File: src/lin_pkg.sv
// Constants, register map and state type of the LIN header-assist block.
// Notes on behaviour
// RQ1 - Master: timer run write 1 holds transmit pin low for the timer interval.
// RQ2 - Master: timer underflow releases transmit pin and sets break-done flag.
// RQ3 - Break flag with break interrupt enable raises the shared timer interrupt.
// RQ4 - After the master break, the sync byte 55h goes to the serial transmitter.
// RQ5 - After sync, identifier and response go through the serial port.
// RQ6 - Slave: software writes 1 to the arm bit to start break detection.
// RQ7 - Slave: low input for a timer period is a break; flag, interrupt, measure.
// RQ8 - Sync measurement times start bit plus data bits 0 to 6.
// RQ9 - Sync waveform reaches serial receive input per the unmask select bit.
// RQ10 - Sync measured sets its flag and interrupts when sync enable is 1.
// RQ11 - Software derives bit rate from count and reloads serial port and timer.
// RQ12 - Collision checking only while serial transmit enable is 1.
// RQ13 - Collision flag when sampled receive differs from driven transmit at latch.
// RQ14 - During communication a low longer than the break period flags break; code does this in slave mode only, once the timer is restarted.
// RQ15 - Four event sources merge onto one timer interrupt request.
// RQ16 - Software ends LIN after checksum with collision checks, else after header.
// RQ17 - Header and response timeouts use another timer; none here.
// RQ18 - Mode bit 0 is slave with break detector, 1 is master driving the break.
// RQ19 - Unmask select 0 reopens receive after break, 1 after sync measurement.
// RQ20 - Arm bit write 1 starts timer input and masks receive; reads as 0.
// RQ21 - Software clears operation start bit before changing master or slave.
// RQ22 - Each event flag stays set until software clears it.
package lin_pkg;
   localparam int ADDR_W = 3;
   localparam int DATA_W = 8;
   localparam logic [ADDR_W-1:0] OFF_LIN_CTRL = 3'h0;
   localparam logic [ADDR_W-1:0] OFF_LIN_STAT = 3'h1;
   localparam logic [ADDR_W-1:0] OFF_TMR_CTRL = 3'h2;
   localparam logic [ADDR_W-1:0] OFF_TMR_PRE = 3'h3;
   localparam logic [ADDR_W-1:0] OFF_TMR_CNT = 3'h4;
   localparam logic [ADDR_W-1:0] OFF_SER_CTRL1 = 3'h5;
   // Fields of lin_control_reg.
   localparam int CTL_SYNC_IE = 0;
   localparam int CTL_BRK_IE = 1;
   localparam int CTL_COL_IE = 2;
   localparam int CTL_MASKED = 3;
   localparam int CTL_ARM = 4;
   localparam int CTL_UNMASK_SEL = 5;
   localparam int CTL_MASTER = 6;
   localparam int CTL_LINE = 7;
   // Fields of lin_status_reg.
   localparam int STA_BRK_SEEN = 0;
   localparam int STA_BRK_DONE = 1;
   localparam int STA_SYNC = 2;
   localparam int STA_COL = 3;
   // Fields of timer_control_reg and serial_control1_reg.
   localparam int TCT_RUN = 0;
   localparam int TCT_BUSY = 1;
   localparam int SER_TX_EN_BIT = 0;
   // Timer values after reset, and the sync byte.
   localparam logic [DATA_W-1:0] TMR_PRE_RST = 8'hFF;
   localparam logic [DATA_W-1:0] TMR_CNT_RST = 8'hFF;
   localparam logic [DATA_W-1:0] SYNC_BYTE = 8'h55;
   // Falling edges of the sync byte from start bit to the edge after bit 6.
   localparam logic [2:0] SYNC_FALLS = 3'h5;
   typedef enum logic [2:0] {
      ST_IDLE, ST_BRK_GEN, ST_SYNC_TX, ST_BRK_WAIT, ST_BRK_HIGH, ST_SYNC_WAIT,
      ST_SYNC_MEAS, ST_COMM
   } state_type;
endpackage : lin_pkg

File: src/timer_if.sv
// Control and status signals between the header logic and its interval timer.
`timescale 1ns/1ps
interface timer_if;
   logic run;
   logic reload;
   logic measure;
   logic [7:0] pre_val;
   logic [7:0] cnt_val;
   logic underflow;
   logic [15:0] count;
   modport ctl (output run, output reload, output measure, output pre_val, output cnt_val,
      input underflow, input count);
   modport tmr (input run, input reload, input measure, input pre_val, input cnt_val,
      output underflow, output count);
endinterface : timer_if

File: src/lin_timer.sv
// Interval timer with prescaler and counter, down-counting or measuring up.
`timescale 1ns/1ps
module lin_timer (
   input wire logic clk,
   input wire logic rst_b,
   timer_if.tmr tif
);
   import lin_pkg::*;
   logic [7:0] pre_ff;
   logic [7:0] cnt_ff;
   logic uf_ff;

   // Reload, count up from zero when measuring, otherwise count down and reload from the reload values.
   always_ff @(posedge clk or negedge rst_b) begin
      if (!rst_b) begin
         pre_ff <= TMR_PRE_RST;
         cnt_ff <= TMR_CNT_RST;
      end else if (tif.reload) begin
         if (tif.measure) begin
            {cnt_ff, pre_ff} <= 16'h0000;
         end else begin
            pre_ff <= tif.pre_val;
            cnt_ff <= tif.cnt_val;
         end
      end else if (tif.run) begin
         if (tif.measure) begin
            if ({cnt_ff, pre_ff} != 16'hFFFF) begin
               {cnt_ff, pre_ff} <= {cnt_ff, pre_ff} + 16'h0001;
            end
         end else if (pre_ff != 8'h00) begin
            pre_ff <= pre_ff - 8'h01;
         end else begin
            pre_ff <= tif.pre_val;
            if (cnt_ff == 8'h00) begin
               cnt_ff <= tif.cnt_val;
            end else begin
               cnt_ff <= cnt_ff - 8'h01;
            end
         end
      end
   end

   // Underflow pulse one cycle after the terminal count is passed.
   always_ff @(posedge clk or negedge rst_b) begin
      if (!rst_b) begin
         uf_ff <= 1'b0;
      end else begin
         uf_ff <= !tif.reload && tif.run && !tif.measure && (pre_ff == 8'h00) &&
            (cnt_ff == 8'h00);
      end
   end

   assign tif.underflow = uf_ff;
   assign tif.count = {cnt_ff, pre_ff};
endmodule : lin_timer

File: src/lin_header_assist.sv
// LIN header assist: break generation and detection, sync measurement, collisions.
`timescale 1ns/1ps
module lin_header_assist (
   input wire logic CLK,
   input wire logic RST_B,
   input wire logic [lin_pkg::ADDR_W-1:0] ADDR,
   input wire logic [lin_pkg::DATA_W-1:0] WDATA,
   input wire logic WR,
   input wire logic RD,
   output logic [lin_pkg::DATA_W-1:0] RDATA,
   input wire logic LIN_RX_PIN,
   output logic LIN_TX_PIN,
   input wire logic SER_TXD,
   output logic SER_RXD,
   output logic SER_TX_REQ,
   output logic [lin_pkg::DATA_W-1:0] SER_TX_DATA,
   input wire logic SER_TX_DONE,
   input wire logic SER_LATCH,
   output logic SER_TX_EN,
   output logic TIMER_IRQ
);
   import lin_pkg::*;

   // Register address match.
   function automatic logic hit(input logic [ADDR_W-1:0] a, input logic [ADDR_W-1:0] off);
      hit = (a == off);
   endfunction : hit

   timer_if tif ();

   state_type state_ff;
   state_type nxt_state;
   logic sync_ie_ff;
   logic brk_ie_ff;
   logic col_ie_ff;
   logic masked_ff;
   logic unmask_sel_ff;
   logic master_ff;
   logic line_ff;
   logic brk_seen_ff;
   logic brk_done_ff;
   logic sync_ff;
   logic col_ff;
   logic run_ff;
   logic [7:0] pre_ff;
   logic [7:0] cnt_ff;
   logic tx_en_ff;
   logic [2:0] falls_ff;
   logic rx_s1_ff;
   logic rx_s2_ff;
   logic rx_d_ff;
   logic tx_ff;
   logic ser_rxd_ff;
   logic req_ff;
   logic [7:0] data_ff;
   logic irq_ff;
   logic [7:0] rdata_ff;

   logic wr_ctl;
   logic wr_sta;
   logic wr_tct;
   logic wr_pre;
   logic wr_cnt;
   logic wr_ser;
   logic arm_wr;
   logic run_wr;
   logic rx_fall;
   logic watch;
   logic ev_brk_seen;
   logic ev_brk_done;
   logic ev_sync;
   logic ev_col;
   logic unmask_ev;
   logic nxt_tx;

   // Write decode for each register.
   assign wr_ctl = WR && hit(ADDR, OFF_LIN_CTRL);
   assign wr_sta = WR && hit(ADDR, OFF_LIN_STAT);
   assign wr_tct = WR && hit(ADDR, OFF_TMR_CTRL);
   assign wr_pre = WR && hit(ADDR, OFF_TMR_PRE);
   assign wr_cnt = WR && hit(ADDR, OFF_TMR_CNT);
   assign wr_ser = WR && hit(ADDR, OFF_SER_CTRL1);
   // RQ6 arm write strobe.
   assign arm_wr = wr_ctl && WDATA[CTL_ARM] && line_ff && !master_ff;
   assign run_wr = wr_tct && WDATA[TCT_RUN];

   // Receive pin passes two flip-flops; a third stage gives the edge detector.
   always_ff @(posedge CLK or negedge RST_B) begin
      if (!RST_B) begin
         rx_s1_ff <= 1'b1;
         rx_s2_ff <= 1'b1;
         rx_d_ff <= 1'b1;
      end else begin
         rx_s1_ff <= LIN_RX_PIN;
         rx_s2_ff <= rx_s1_ff;
         rx_d_ff <= rx_s2_ff;
      end
   end

   assign rx_fall = rx_d_ff && !rx_s2_ff;
   // RQ14 long-low watch armed once software restarts the timer in slave mode.
   assign watch = (state_ff == ST_COMM) && run_ff && !master_ff;

   // Event strobes.
   // RQ7 break detected when the timer runs out while the line stays low.
   assign ev_brk_seen = tif.underflow && !rx_s2_ff &&
      ((state_ff == ST_BRK_WAIT) || watch);
   // RQ2 break generation ends at the timer underflow.
   assign ev_brk_done = tif.underflow && (state_ff == ST_BRK_GEN);
   // RQ8 measurement ends on the fifth falling edge, after bit 6.
   assign ev_sync = (state_ff == ST_SYNC_MEAS) && rx_fall &&
      (falls_ff == SYNC_FALLS - 3'h1);
   // RQ12 checking only with serial transmit enabled.
   // RQ13 compare sampled receive with driven transmit at the latch point.
   assign ev_col = SER_LATCH && tx_en_ff && line_ff && (rx_s2_ff != tx_ff);
   // RQ19 unmask point chosen by the select bit.
   assign unmask_ev = unmask_sel_ff ? ev_sync : (ev_brk_seen && (state_ff == ST_BRK_WAIT));

   // Next state of the header sequencer.
   always_comb begin
      nxt_state = state_ff;
      case (state_ff)
         ST_IDLE: begin
            // RQ18 mode bit picks generator or detector.
            if (line_ff && master_ff && run_wr) begin
               nxt_state = ST_BRK_GEN;
            end else if (arm_wr) begin
               nxt_state = ST_BRK_WAIT;
            end
         end
         ST_BRK_GEN: begin
            if (ev_brk_done) begin
               nxt_state = ST_SYNC_TX;
            end
         end
         ST_SYNC_TX: begin
            // RQ5 serial port takes over after the sync byte.
            if (SER_TX_DONE) begin
               nxt_state = ST_COMM;
            end
         end
         ST_BRK_WAIT: begin
            if (ev_brk_seen) begin
               nxt_state = ST_BRK_HIGH;
            end
         end
         ST_BRK_HIGH: begin
            if (rx_s2_ff) begin
               nxt_state = ST_SYNC_WAIT;
            end
         end
         ST_SYNC_WAIT: begin
            if (rx_fall) begin
               nxt_state = ST_SYNC_MEAS;
            end
         end
         ST_SYNC_MEAS: begin
            if (ev_sync) begin
               nxt_state = ST_COMM;
            end
         end
         ST_COMM: begin
            if (line_ff && master_ff && run_wr) begin
               nxt_state = ST_BRK_GEN;
            end else if (arm_wr) begin
               nxt_state = ST_BRK_WAIT;
            end
         end
         default: begin
            nxt_state = ST_IDLE;
         end
      endcase
      if (!line_ff) begin
         nxt_state = ST_IDLE;
      end
   end

   // State register.
   always_ff @(posedge CLK or negedge RST_B) begin
      if (!RST_B) begin
         state_ff <= ST_IDLE;
      end else begin
         state_ff <= nxt_state;
      end
   end

   // Falling edges counted during sync measurement.
   always_ff @(posedge CLK or negedge RST_B) begin
      if (!RST_B) begin
         falls_ff <= 3'h0;
      end else if (state_ff == ST_SYNC_WAIT) begin
         falls_ff <= 3'h1;
      end else if ((state_ff == ST_SYNC_MEAS) && rx_fall) begin
         falls_ff <= falls_ff + 3'h1;
      end
   end

   // Timer steering.
   // RQ1 timer runs for the whole break in master mode.
   assign tif.run = (state_ff == ST_BRK_GEN) || (state_ff == ST_SYNC_MEAS) ||
      (((state_ff == ST_BRK_WAIT) || watch) && !rx_s2_ff);
   // RQ20 timer input restarts on each high level while armed.
   assign tif.reload = (nxt_state == ST_BRK_GEN && state_ff != ST_BRK_GEN) ||
      (nxt_state == ST_BRK_WAIT && state_ff != ST_BRK_WAIT) ||
      (((state_ff == ST_BRK_WAIT) || watch) && rx_s2_ff) ||
      ((state_ff == ST_SYNC_WAIT) && rx_fall) ||
      ((state_ff == ST_IDLE) && (wr_pre || wr_cnt));
   assign tif.measure = (state_ff == ST_SYNC_WAIT) || (state_ff == ST_SYNC_MEAS);
   assign tif.pre_val = wr_pre ? WDATA : pre_ff;
   assign tif.cnt_val = wr_cnt ? WDATA : cnt_ff;

   lin_timer u_timer (
      .clk(CLK),
      .rst_b(RST_B),
      .tif(tif)
   );

   // Control register; mode bit only follows while operation is stopped.
   always_ff @(posedge CLK or negedge RST_B) begin
      if (!RST_B) begin
         sync_ie_ff <= 1'b0;
         brk_ie_ff <= 1'b0;
         col_ie_ff <= 1'b0;
         unmask_sel_ff <= 1'b0;
         master_ff <= 1'b0;
         line_ff <= 1'b0;
      end else if (wr_ctl) begin
         sync_ie_ff <= WDATA[CTL_SYNC_IE];
         brk_ie_ff <= WDATA[CTL_BRK_IE];
         col_ie_ff <= WDATA[CTL_COL_IE];
         unmask_sel_ff <= WDATA[CTL_UNMASK_SEL];
         line_ff <= WDATA[CTL_LINE];
         // RQ21 mode change taken only while stopped.
         if (!line_ff) begin
            master_ff <= WDATA[CTL_MASTER];
         end
      end
   end

   // Receive mask: set by arming, cleared at the unmask point or by writing 0.
   always_ff @(posedge CLK or negedge RST_B) begin
      if (!RST_B) begin
         masked_ff <= 1'b0;
      end else if (arm_wr) begin
         // RQ20 arming blocks the serial receive input.
         masked_ff <= 1'b1;
      end else if (unmask_ev || !line_ff || master_ff) begin
         masked_ff <= 1'b0;
      end else if (wr_ctl && !WDATA[CTL_MASKED]) begin
         masked_ff <= 1'b0;
      end
   end

   // Sticky event flags; write 1 clears, a new event wins over the clear.
   always_ff @(posedge CLK or negedge RST_B) begin
      if (!RST_B) begin
         brk_seen_ff <= 1'b0;
         brk_done_ff <= 1'b0;
         sync_ff <= 1'b0;
         col_ff <= 1'b0;
      end else begin
         // RQ22 flags hold until cleared.
         brk_seen_ff <= ev_brk_seen || (brk_seen_ff && !(wr_sta && WDATA[STA_BRK_SEEN]));
         brk_done_ff <= ev_brk_done || (brk_done_ff && !(wr_sta && WDATA[STA_BRK_DONE]));
         // RQ10 sync measured flag.
         sync_ff <= ev_sync || (sync_ff && !(wr_sta && WDATA[STA_SYNC]));
         col_ff <= ev_col || (col_ff && !(wr_sta && WDATA[STA_COL]));
      end
   end

   // Timer run bit, reload values and serial transmit enable.
   always_ff @(posedge CLK or negedge RST_B) begin
      if (!RST_B) begin
         run_ff <= 1'b0;
         pre_ff <= TMR_PRE_RST;
         cnt_ff <= TMR_CNT_RST;
         tx_en_ff <= 1'b0;
      end else begin
         if (ev_brk_done || !line_ff) begin
            run_ff <= 1'b0;
         end else if (wr_tct) begin
            run_ff <= WDATA[TCT_RUN];
         end
         if (wr_pre) begin
            pre_ff <= WDATA;
         end
         if (wr_cnt) begin
            cnt_ff <= WDATA;
         end
         if (wr_ser) begin
            tx_en_ff <= WDATA[SER_TX_EN_BIT];
         end
      end
   end

   // Transmit pin: break low ANDed with serial transmit data.
   always_comb begin
      nxt_tx = SER_TXD;
      // RQ1 hold the pin low during the break.
      if (state_ff == ST_BRK_GEN) begin
         nxt_tx = 1'b0;
      end
   end

   // Pin and serial-port outputs.
   always_ff @(posedge CLK or negedge RST_B) begin
      if (!RST_B) begin
         tx_ff <= 1'b1;
         ser_rxd_ff <= 1'b1;
      end else begin
         tx_ff <= nxt_tx;
         // RQ9 masked receive reads idle high at the serial port.
         ser_rxd_ff <= masked_ff ? 1'b1 : rx_s2_ff;
      end
   end

   // Sync byte request to the serial transmitter.
   always_ff @(posedge CLK or negedge RST_B) begin
      if (!RST_B) begin
         req_ff <= 1'b0;
         data_ff <= 8'h00;
      end else begin
         // RQ4 send 55h after the break.
         req_ff <= ev_brk_done;
         if (ev_brk_done) begin
            data_ff <= SYNC_BYTE;
         end
      end
   end

   // Shared timer interrupt from enabled flags.
   always_ff @(posedge CLK or negedge RST_B) begin
      if (!RST_B) begin
         irq_ff <= 1'b0;
      end else begin
         // RQ3 break flags gated by break enable.
         // RQ15 four sources onto one line.
         irq_ff <= ((brk_seen_ff || brk_done_ff) && brk_ie_ff) || (sync_ff && sync_ie_ff) ||
            (col_ff && col_ie_ff);
      end
   end

   // Read data one cycle after the strobe; unmapped addresses read zero.
   always_ff @(posedge CLK or negedge RST_B) begin
      if (!RST_B) begin
         rdata_ff <= 8'h00;
      end else if (RD) begin
         case (ADDR)
            OFF_LIN_CTRL: begin
               // RQ20 arm bit reads back as 0.
               rdata_ff <= {line_ff, master_ff, unmask_sel_ff, 1'b0, masked_ff, col_ie_ff,
                  brk_ie_ff, sync_ie_ff};
            end
            OFF_LIN_STAT: begin
               rdata_ff <= {4'h0, col_ff, sync_ff, brk_done_ff, brk_seen_ff};
            end
            OFF_TMR_CTRL: begin
               rdata_ff <= {6'h00, tif.run, run_ff};
            end
            OFF_TMR_PRE: begin
               rdata_ff <= tif.count[7:0];
            end
            OFF_TMR_CNT: begin
               rdata_ff <= tif.count[15:8];
            end
            OFF_SER_CTRL1: begin
               rdata_ff <= {7'h00, tx_en_ff};
            end
            default: begin
               rdata_ff <= 8'h00;
            end
         endcase
      end else begin
         rdata_ff <= 8'h00;
      end
   end

   assign RDATA = rdata_ff;
   assign LIN_TX_PIN = tx_ff;
   assign SER_RXD = ser_rxd_ff;
   assign SER_TX_REQ = req_ff;
   assign SER_TX_DATA = data_ff;
   assign SER_TX_EN = tx_en_ff;
   assign TIMER_IRQ = irq_ff;
endmodule : lin_header_assist

File: config.mk
export PLATFORM = sky130hd
export DESIGN_NAME = lin_header_assist
export DESIGN_NICKNAME = d
export VERILOG_FILES = /design/src/lin_pkg.sv /design/src/timer_if.sv /design/src/lin_timer.sv /design/src/lin_header_assist.sv
export SDC_FILE = /design/constraint.sdc
export NUM_CORES = 1
export LEC_CHECK = 0
export BUFFER_PORTS_ARGS = -buffer_cell sky130_fd_sc_hd__buf_2
export CORE_MARGIN = 2
export CORE_UTILIZATION = 42
export CTS_BUF_LIST = sky130_fd_sc_hd__clkbuf_4 sky130_fd_sc_hd__clkbuf_8
export CTS_CLUSTER_SIZE = 40
export DETAILED_ROUTE_END_ITERATION = 6
export GPL_ROUTABILITY_DRIVEN = 0
export PLACE_DENSITY = 0.58
export SYNTH_ARGS = -nofsm -noshare
export SYNTH_HDL_FRONTEND = slang
export SYNTH_SLANG_ARGS = --single-unit
File: constraint.sdc
create_clock -name CLK -period 2.55 [get_ports CLK]
set_input_delay 0.3825 -clock CLK [delete_from_list [all_inputs] [get_ports CLK]]
set_output_delay 0.3825 -clock CLK [all_outputs]
set_load 0.01 [all_outputs]
=== Word-level counts from Yosys, hierarchy flattened ===
Cells that the tools add are included.

* Add/sub/neg operators: 4
* Eq/ne operators: 21
* Multiplexer cells: 37
* Bitwise operators: 1
* Reductions and logical operators: 88

{| class="wikitable"
|+ Operators with widths
! cell !! count
|-
| $mux W8 || 16
|-
| $pmux W8 S6 || 1
|-
| $logic_and A1 B1 Y1 || 46
|-
| $mux W3 || 11
|-
| $eq A3 B3 Y1 const B || 7
|-
| $pmux W3 S7 || 1
|-
| $logic_or A1 B1 Y1 || 19
|-
| $add A16 B1 Y16 const B || 1
|-
| $logic_not A8 Y1 || 2
|-
| $ne A16 B16 Y1 const B || 1
|-
| $sub A8 B1 Y8 const B || 2
|-
| $eq A3 B2 Y1 const B || 5
|-
| $logic_not A1 Y1 || 10
|-
| $eq A3 B1 Y1 const B || 3
|-
| $mux W1 || 8
|-
| $reduce_bool A8 Y1 || 1
|-
| $logic_not A3 Y1 || 2
|-
| $ne A3 B1 Y1 const B || 2
|-
| $ne A3 B2 Y1 const B || 2
|-
| $reduce_bool A2 Y1 || 3
|-
| $reduce_and A2 Y1 || 2
|-
| $add A3 B1 Y3 const B || 1
|-
| $reduce_and A3 Y1 || 1
|-
| $reduce_bool A3 Y1 || 1
|-
| other kinds (3) || 3
|}

* Flip-flop bits (word level): 68

=== Depth between registers and ports, before layout ===
* Depth in word-level cells: 20
* Mapped depth: 10
* Depth with buffers taken out: 8

=== Modules after synthesis ===
Synthesis repeated with hierarchy kept, for this count alone.

* Cells, all modules: 503
* Area total of the unflattened synthesis: 4,564.4 um^2

{| class="wikitable"
|+ Modules (own cells, without submodules)
! module !! instances !! cells an instance !! area an instance (um^2)
|-
| lin_header_assist || 1 || 261 || 2,675.1
|-
| lin_timer || 1 || 242 || 1,889.3
|}

=== Worst setup path before layout ===
Ideal clock, no wire load.

* Path type: reg-to-reg
* From: register u_timer.cnt_ff[0]
* To: register u_timer.cnt_ff[5]
* Setup time: 0.089 ns
* Data arrival time: 2.166 ns
* Required time: 2.461 ns
* Slack: 0.294 ns
* Stages on the path, launching flop included: 10
* Path buffers: 1
* Clock period less this slack: 2.256 ns
* Cell sequence: dfstp_2 clkbuf_1 inv_1 ha_1 nor4b_1 and2_1 or4_1 a21oi_1 nor4_1 o32ai_2

* Cells in the longest elaborated chain, start to end: 6
* Elaborated cells on any way between the ends: 12
* Those cells by class: add/sub: 2; eq/ne: 2; mux: 6; reduce/logical: 2

{| class="wikitable"
|+ Ends and longest elaborated chain
! item !! RTL line !! source
|-
| from (decl) || lin_timer.sv:10 || <nowiki>logic [7:0] cnt_ff;</nowiki>
|-
| from (signal assigned) || lin_timer.sv:23 || <nowiki>cnt_ff <= tif.cnt_val;</nowiki>
|-
| from (signal assigned) || lin_timer.sv:28 || <nowiki>{cnt_ff, pre_ff} <= {cnt_ff, pre_ff} + 16'h0001;</nowiki>
|-
| from (signal assigned) || lin_timer.sv:35 || <nowiki>cnt_ff <= tif.cnt_val;</nowiki>
|-
| $sub A8 B1 Y8 / $logic_not A8 Y1 (equally long branches) || lin_timer.sv:37, lin_timer.sv:34 ||
|-
| $mux W8 || lin_timer.sv:34 || <nowiki>if (cnt_ff == 8'h00) begin</nowiki>
|-
| $mux W8 || lin_timer.sv:30 || <nowiki>end else if (pre_ff != 8'h00) begin</nowiki>
|-
| $mux W8 || lin_timer.sv:26 || <nowiki>if (tif.measure) begin</nowiki>
|-
| $mux W8 || lin_timer.sv:25 || <nowiki>end else if (tif.run) begin</nowiki>
|-
| $mux W8 || lin_timer.sv:18 || <nowiki>end else if (tif.reload) begin</nowiki>
|}

Several ways; a longest one is shown, not always the timed one. The select of a mux whose other input is x is not followed.
A chain may end at the register's enable or synchronous reset.

=== Worst setup path after layout ===
* From: register u_timer.pre_ff[4]
* To: register u_timer.cnt_ff[4]

* Cells in the longest elaborated chain, start to end: 5
* Elaborated cells on any way between the ends: 10
* Those cells by class: add/sub: 1; eq/ne: 3; mux: 4; reduce/logical: 2

{| class="wikitable"
|+ Ends and longest elaborated chain
! item !! RTL line !! source
|-
| from (decl) || lin_timer.sv:9 || <nowiki>logic [7:0] pre_ff;</nowiki>
|-
| from (signal assigned) || lin_timer.sv:22 || <nowiki>pre_ff <= tif.pre_val;</nowiki>
|-
| from (signal assigned) || lin_timer.sv:28 ||
|-
| from (signal assigned) || lin_timer.sv:31 || <nowiki>pre_ff <= pre_ff - 8'h01;</nowiki>
|-
| $add A16 B1 Y16 || lin_timer.sv:28 ||
|-
| $mux W8 || lin_timer.sv:27 || <nowiki>if ({cnt_ff, pre_ff} != 16'hFFFF) begin</nowiki>
|-
| $mux W8 || lin_timer.sv:26 ||
|-
| $mux W8 || lin_timer.sv:25 ||
|-
| $mux W8 || lin_timer.sv:18 ||
|}

Several ways; a longest one is shown, not always the timed one. The select of a mux whose other input is x is not followed.

==> flow_summary.ini <==
[global_routing]
track_usage_pct = 23.0
grt_max_degree = 38
grt_pass1_vias = 3829
grt_pass1_wl_mm = 20.6
grt_overflow = 0
antenna_found_initial = 0

[setup_path]
cpMaxStageDelayCell = dfstp_2
crit_chain = nand4_1 > or3_1 > buf_4 > nor3_4 > buf_4 > o21ai_0 > a31oi_1 > a31o_2
slowest_delay_ps = 630
required_ps = 2840
worstRegToRegCells = 8
crit_path_max_fanout = 10
worstSetupEndpointType = register
crit_top_cell = buf_4
critPathArrivalTime_ps = 2740
startpoint_type = register
critPathKind = reg2reg

[clocking]
cts_tree = yes
cts_htree_levels = 3
clock_latency_ps = 350
cts_hold_buf = 0
cts_sinks = 68
cts_made_buffers = 9
clockBufferDepth = 2
cts.root.buffer_cell = clkbuf_8
path_clk_slew_ps = 80

[floorplanning]
io_pins = 40
die_h_um = 108
initial_utilization_pct = 43.4
die-area_mm2 = 0.0116
core_mm2 = 0.0104
placementRows = 37
die_w_um = 108

[finish]
final_util_pct = 50.6
num-fill-cells = 972
final_cell_mix = buf_4, nand2_1, dfstp_2, buf_2, dfrtp_1
final_common_cell = buf_4
drive_above_1_share_pct = 33.5
nets = 563
antenna_cells = 0
syn_to_final_growth_pct = 16.6

[placement]
dpl.hpwl_mm = 9.57
port_buffers = 35

[timing]
post-route-period-util_pct = 96.1
finalSetupTns_ps = 0
drv_slew = 0
slew_headroom_pct = 58.1
fmax_mhz = 408
worstMarginPinSlew_ps = 619
finalCriticalPeriod_ps = 2450
finClkSkew_ps = 11.6
rsz0062_at_grt = no
finalHoldViolCount = 0
finalSetupViolCount = 0

[route]
ant_nets = 0
drtIter0Drc = 286
wire_per_inst_um = 19.0
wl_mm = 12.9
drtPass1Iterations = 5
num_vias = 4064
drc = 0
vias_per_cell = 6.00

[run_status]
status = finished, final reports clean

[logic_synthesis]
ys_seq_elements = 68
ys_async_sr_fraction_pct = 100
avgSynthCellArea_um2 = 9.28
yosys_warnings = 0
synthCells = 485
synth_edf_count = 0
seq_area_frac_synth_pct = 38.8
yosys_most_used_dff = dfstp_2
ys_types = 78
syn_area_mm2 = 0.00450

[power_and_ir_drop]
p_per_area_mw_per_mm2 = 831
vdd_ir_drop_max_uv = 325
leakage_nw = 2.25

[run]
maxCapViolCount = 0

[hold_path]
hold_class = in2async
==> metal layers <==
layer / global-route usage (%) / share of wire [%]
met5: 0 / 0
met4: 9.80 / 2.8
met3: 4.90 / 6.7
met2: 33.7 / 44
met1: 32.7 / 46
==> critical path: cells and delay by family (launching register included) <==
family | cells | cell delay [ps]
and+or+nand+nor | 3 | 940
AOI/OAI and AO/OA | 3 | 440
DFF | 1 | 630
buffers and inverters | 2 | 370
==> metrics by stage <==
| step | instances | power (mW) | setup WS, ps | instance area [um2] | hold WS, ps |
|---|---|---|---|---|---|
| final | 677 | 4.36 | 99.3 | 5250 | 49.7 |
| after global placement | 659 | 3.17 | 112 | 4970 | 346 |
| after detailed placement | 659 | 3.18 | 80.1 | 4970 | 348 |
| after global routing | 677 | 4.61 | 4.10 | 5250 | 75.8 |
| after CTS | 675 | 4.32 | 53.4 | 5220 | 57.5 |
| after floorplan | 488 | 2.71 | 294 | 4510 | 86.9 |
==> repair_timing <==
action                                  CTS  global route
endpoints found under the setup margin    0             9
buffers inserted                          0             2
resized for setup                         0             4
==> area by class of cell <==
cell class	count	area [um2]	share of cell area, %
clock buffers	10	138	2.62
multi-input cells	352	2440	46.6
repair buffers	81	546	10.4
well taps	136	170	3.24
inverters	24	90.1	1.72
clock inverters	6	111	2.12
flip-flops and latches	68	1750	33.3
==> sequential cells by signal, indices dropped and copies added (netlist names), 3 cells and up <==
| name | flops |
|---|---|
| u_timer.pre_ff | 8 |
| state_ff | 3 |
| RDATA | 8 |
| cnt_ff | 8 |
| falls_ff | 3 |
| u_timer.cnt_ff | 8 |
| pre_ff | 8 |
==> synth_stat cells, drive strengths merged (4+ instances only) <==
| cell type | number | share of area [%] |
|---|---|---|
| and3 | 6 | 0.95 |
| clkbuf | 17 | 1.4 |
| or2 | 4 | 0.56 |
| and2 | 6 | 0.83 |
| nor4 | 5 | 0.70 |
| buf | 27 | 4.1 |
| nand2b | 5 | 0.86 |
| dfstp | 37 | 22 |
| a21oi | 25 | 2.8 |
| o22ai | 7 | 0.97 |
| a31oi | 14 | 1.9 |
| a22oi | 14 | 2.3 |
| o21ai | 24 | 2.8 |
| or4 | 4 | 0.67 |
| a21o | 4 | 0.67 |
| a22o | 4 | 0.97 |
| a31o | 4 | 0.78 |
| nor2 | 25 | 2.1 |
| o31ai | 5 | 1.1 |
| nand3 | 18 | 2.0 |
| or3 | 7 | 0.97 |
| mux2 | 17 | 4.3 |
| nand4 | 5 | 0.70 |
| nor3 | 18 | 2.5 |
| nand2 | 45 | 4.0 |
| nor2b | 5 | 0.70 |
| dfrtp | 31 | 17 |
| mux2i | 12 | 2.7 |
| ha | 8 | 2.2 |
| o32ai | 5 | 1.1 |
| inv | 24 | 2.0 |
==> report_power, final <==
part	internal, mW	switching, mW	total, mW
Clock	0.676	0.442	1.12
Combinational	0.705	0.833	1.54
Sequential	1.43	0.276	1.70
==> final timing paths <==
path	slack [ps]	start	endpoint
max	100	u_timer.pre_ff[4]	u_timer.cnt_ff[4]
min	50	RST_B	col_ff
max reg2reg	100	u_timer.pre_ff[4]	u_timer.cnt_ff[4]
min reg2reg	360	rx_s1_ff	rx_s2_ff
max in group asynchronous	2080	RST_B	cnt_ff[1]
min in group CLK	120	LIN_RX_PIN	rx_s1_ff
==> logic make-up after synthesis <==
family	share of synthesized area (%)
AO/OA/AOI/OAI	22.3
XOR/XNOR	0.973
adder cells (fa/ha/maj)	2.22
buffers and inverters	7.51
flip-flops	38.8
multiplexers	7.93
other	0.0833
AND/OR/NAND/NOR	20.1
No activity file was read; power rests on OpenSTA's default activity.
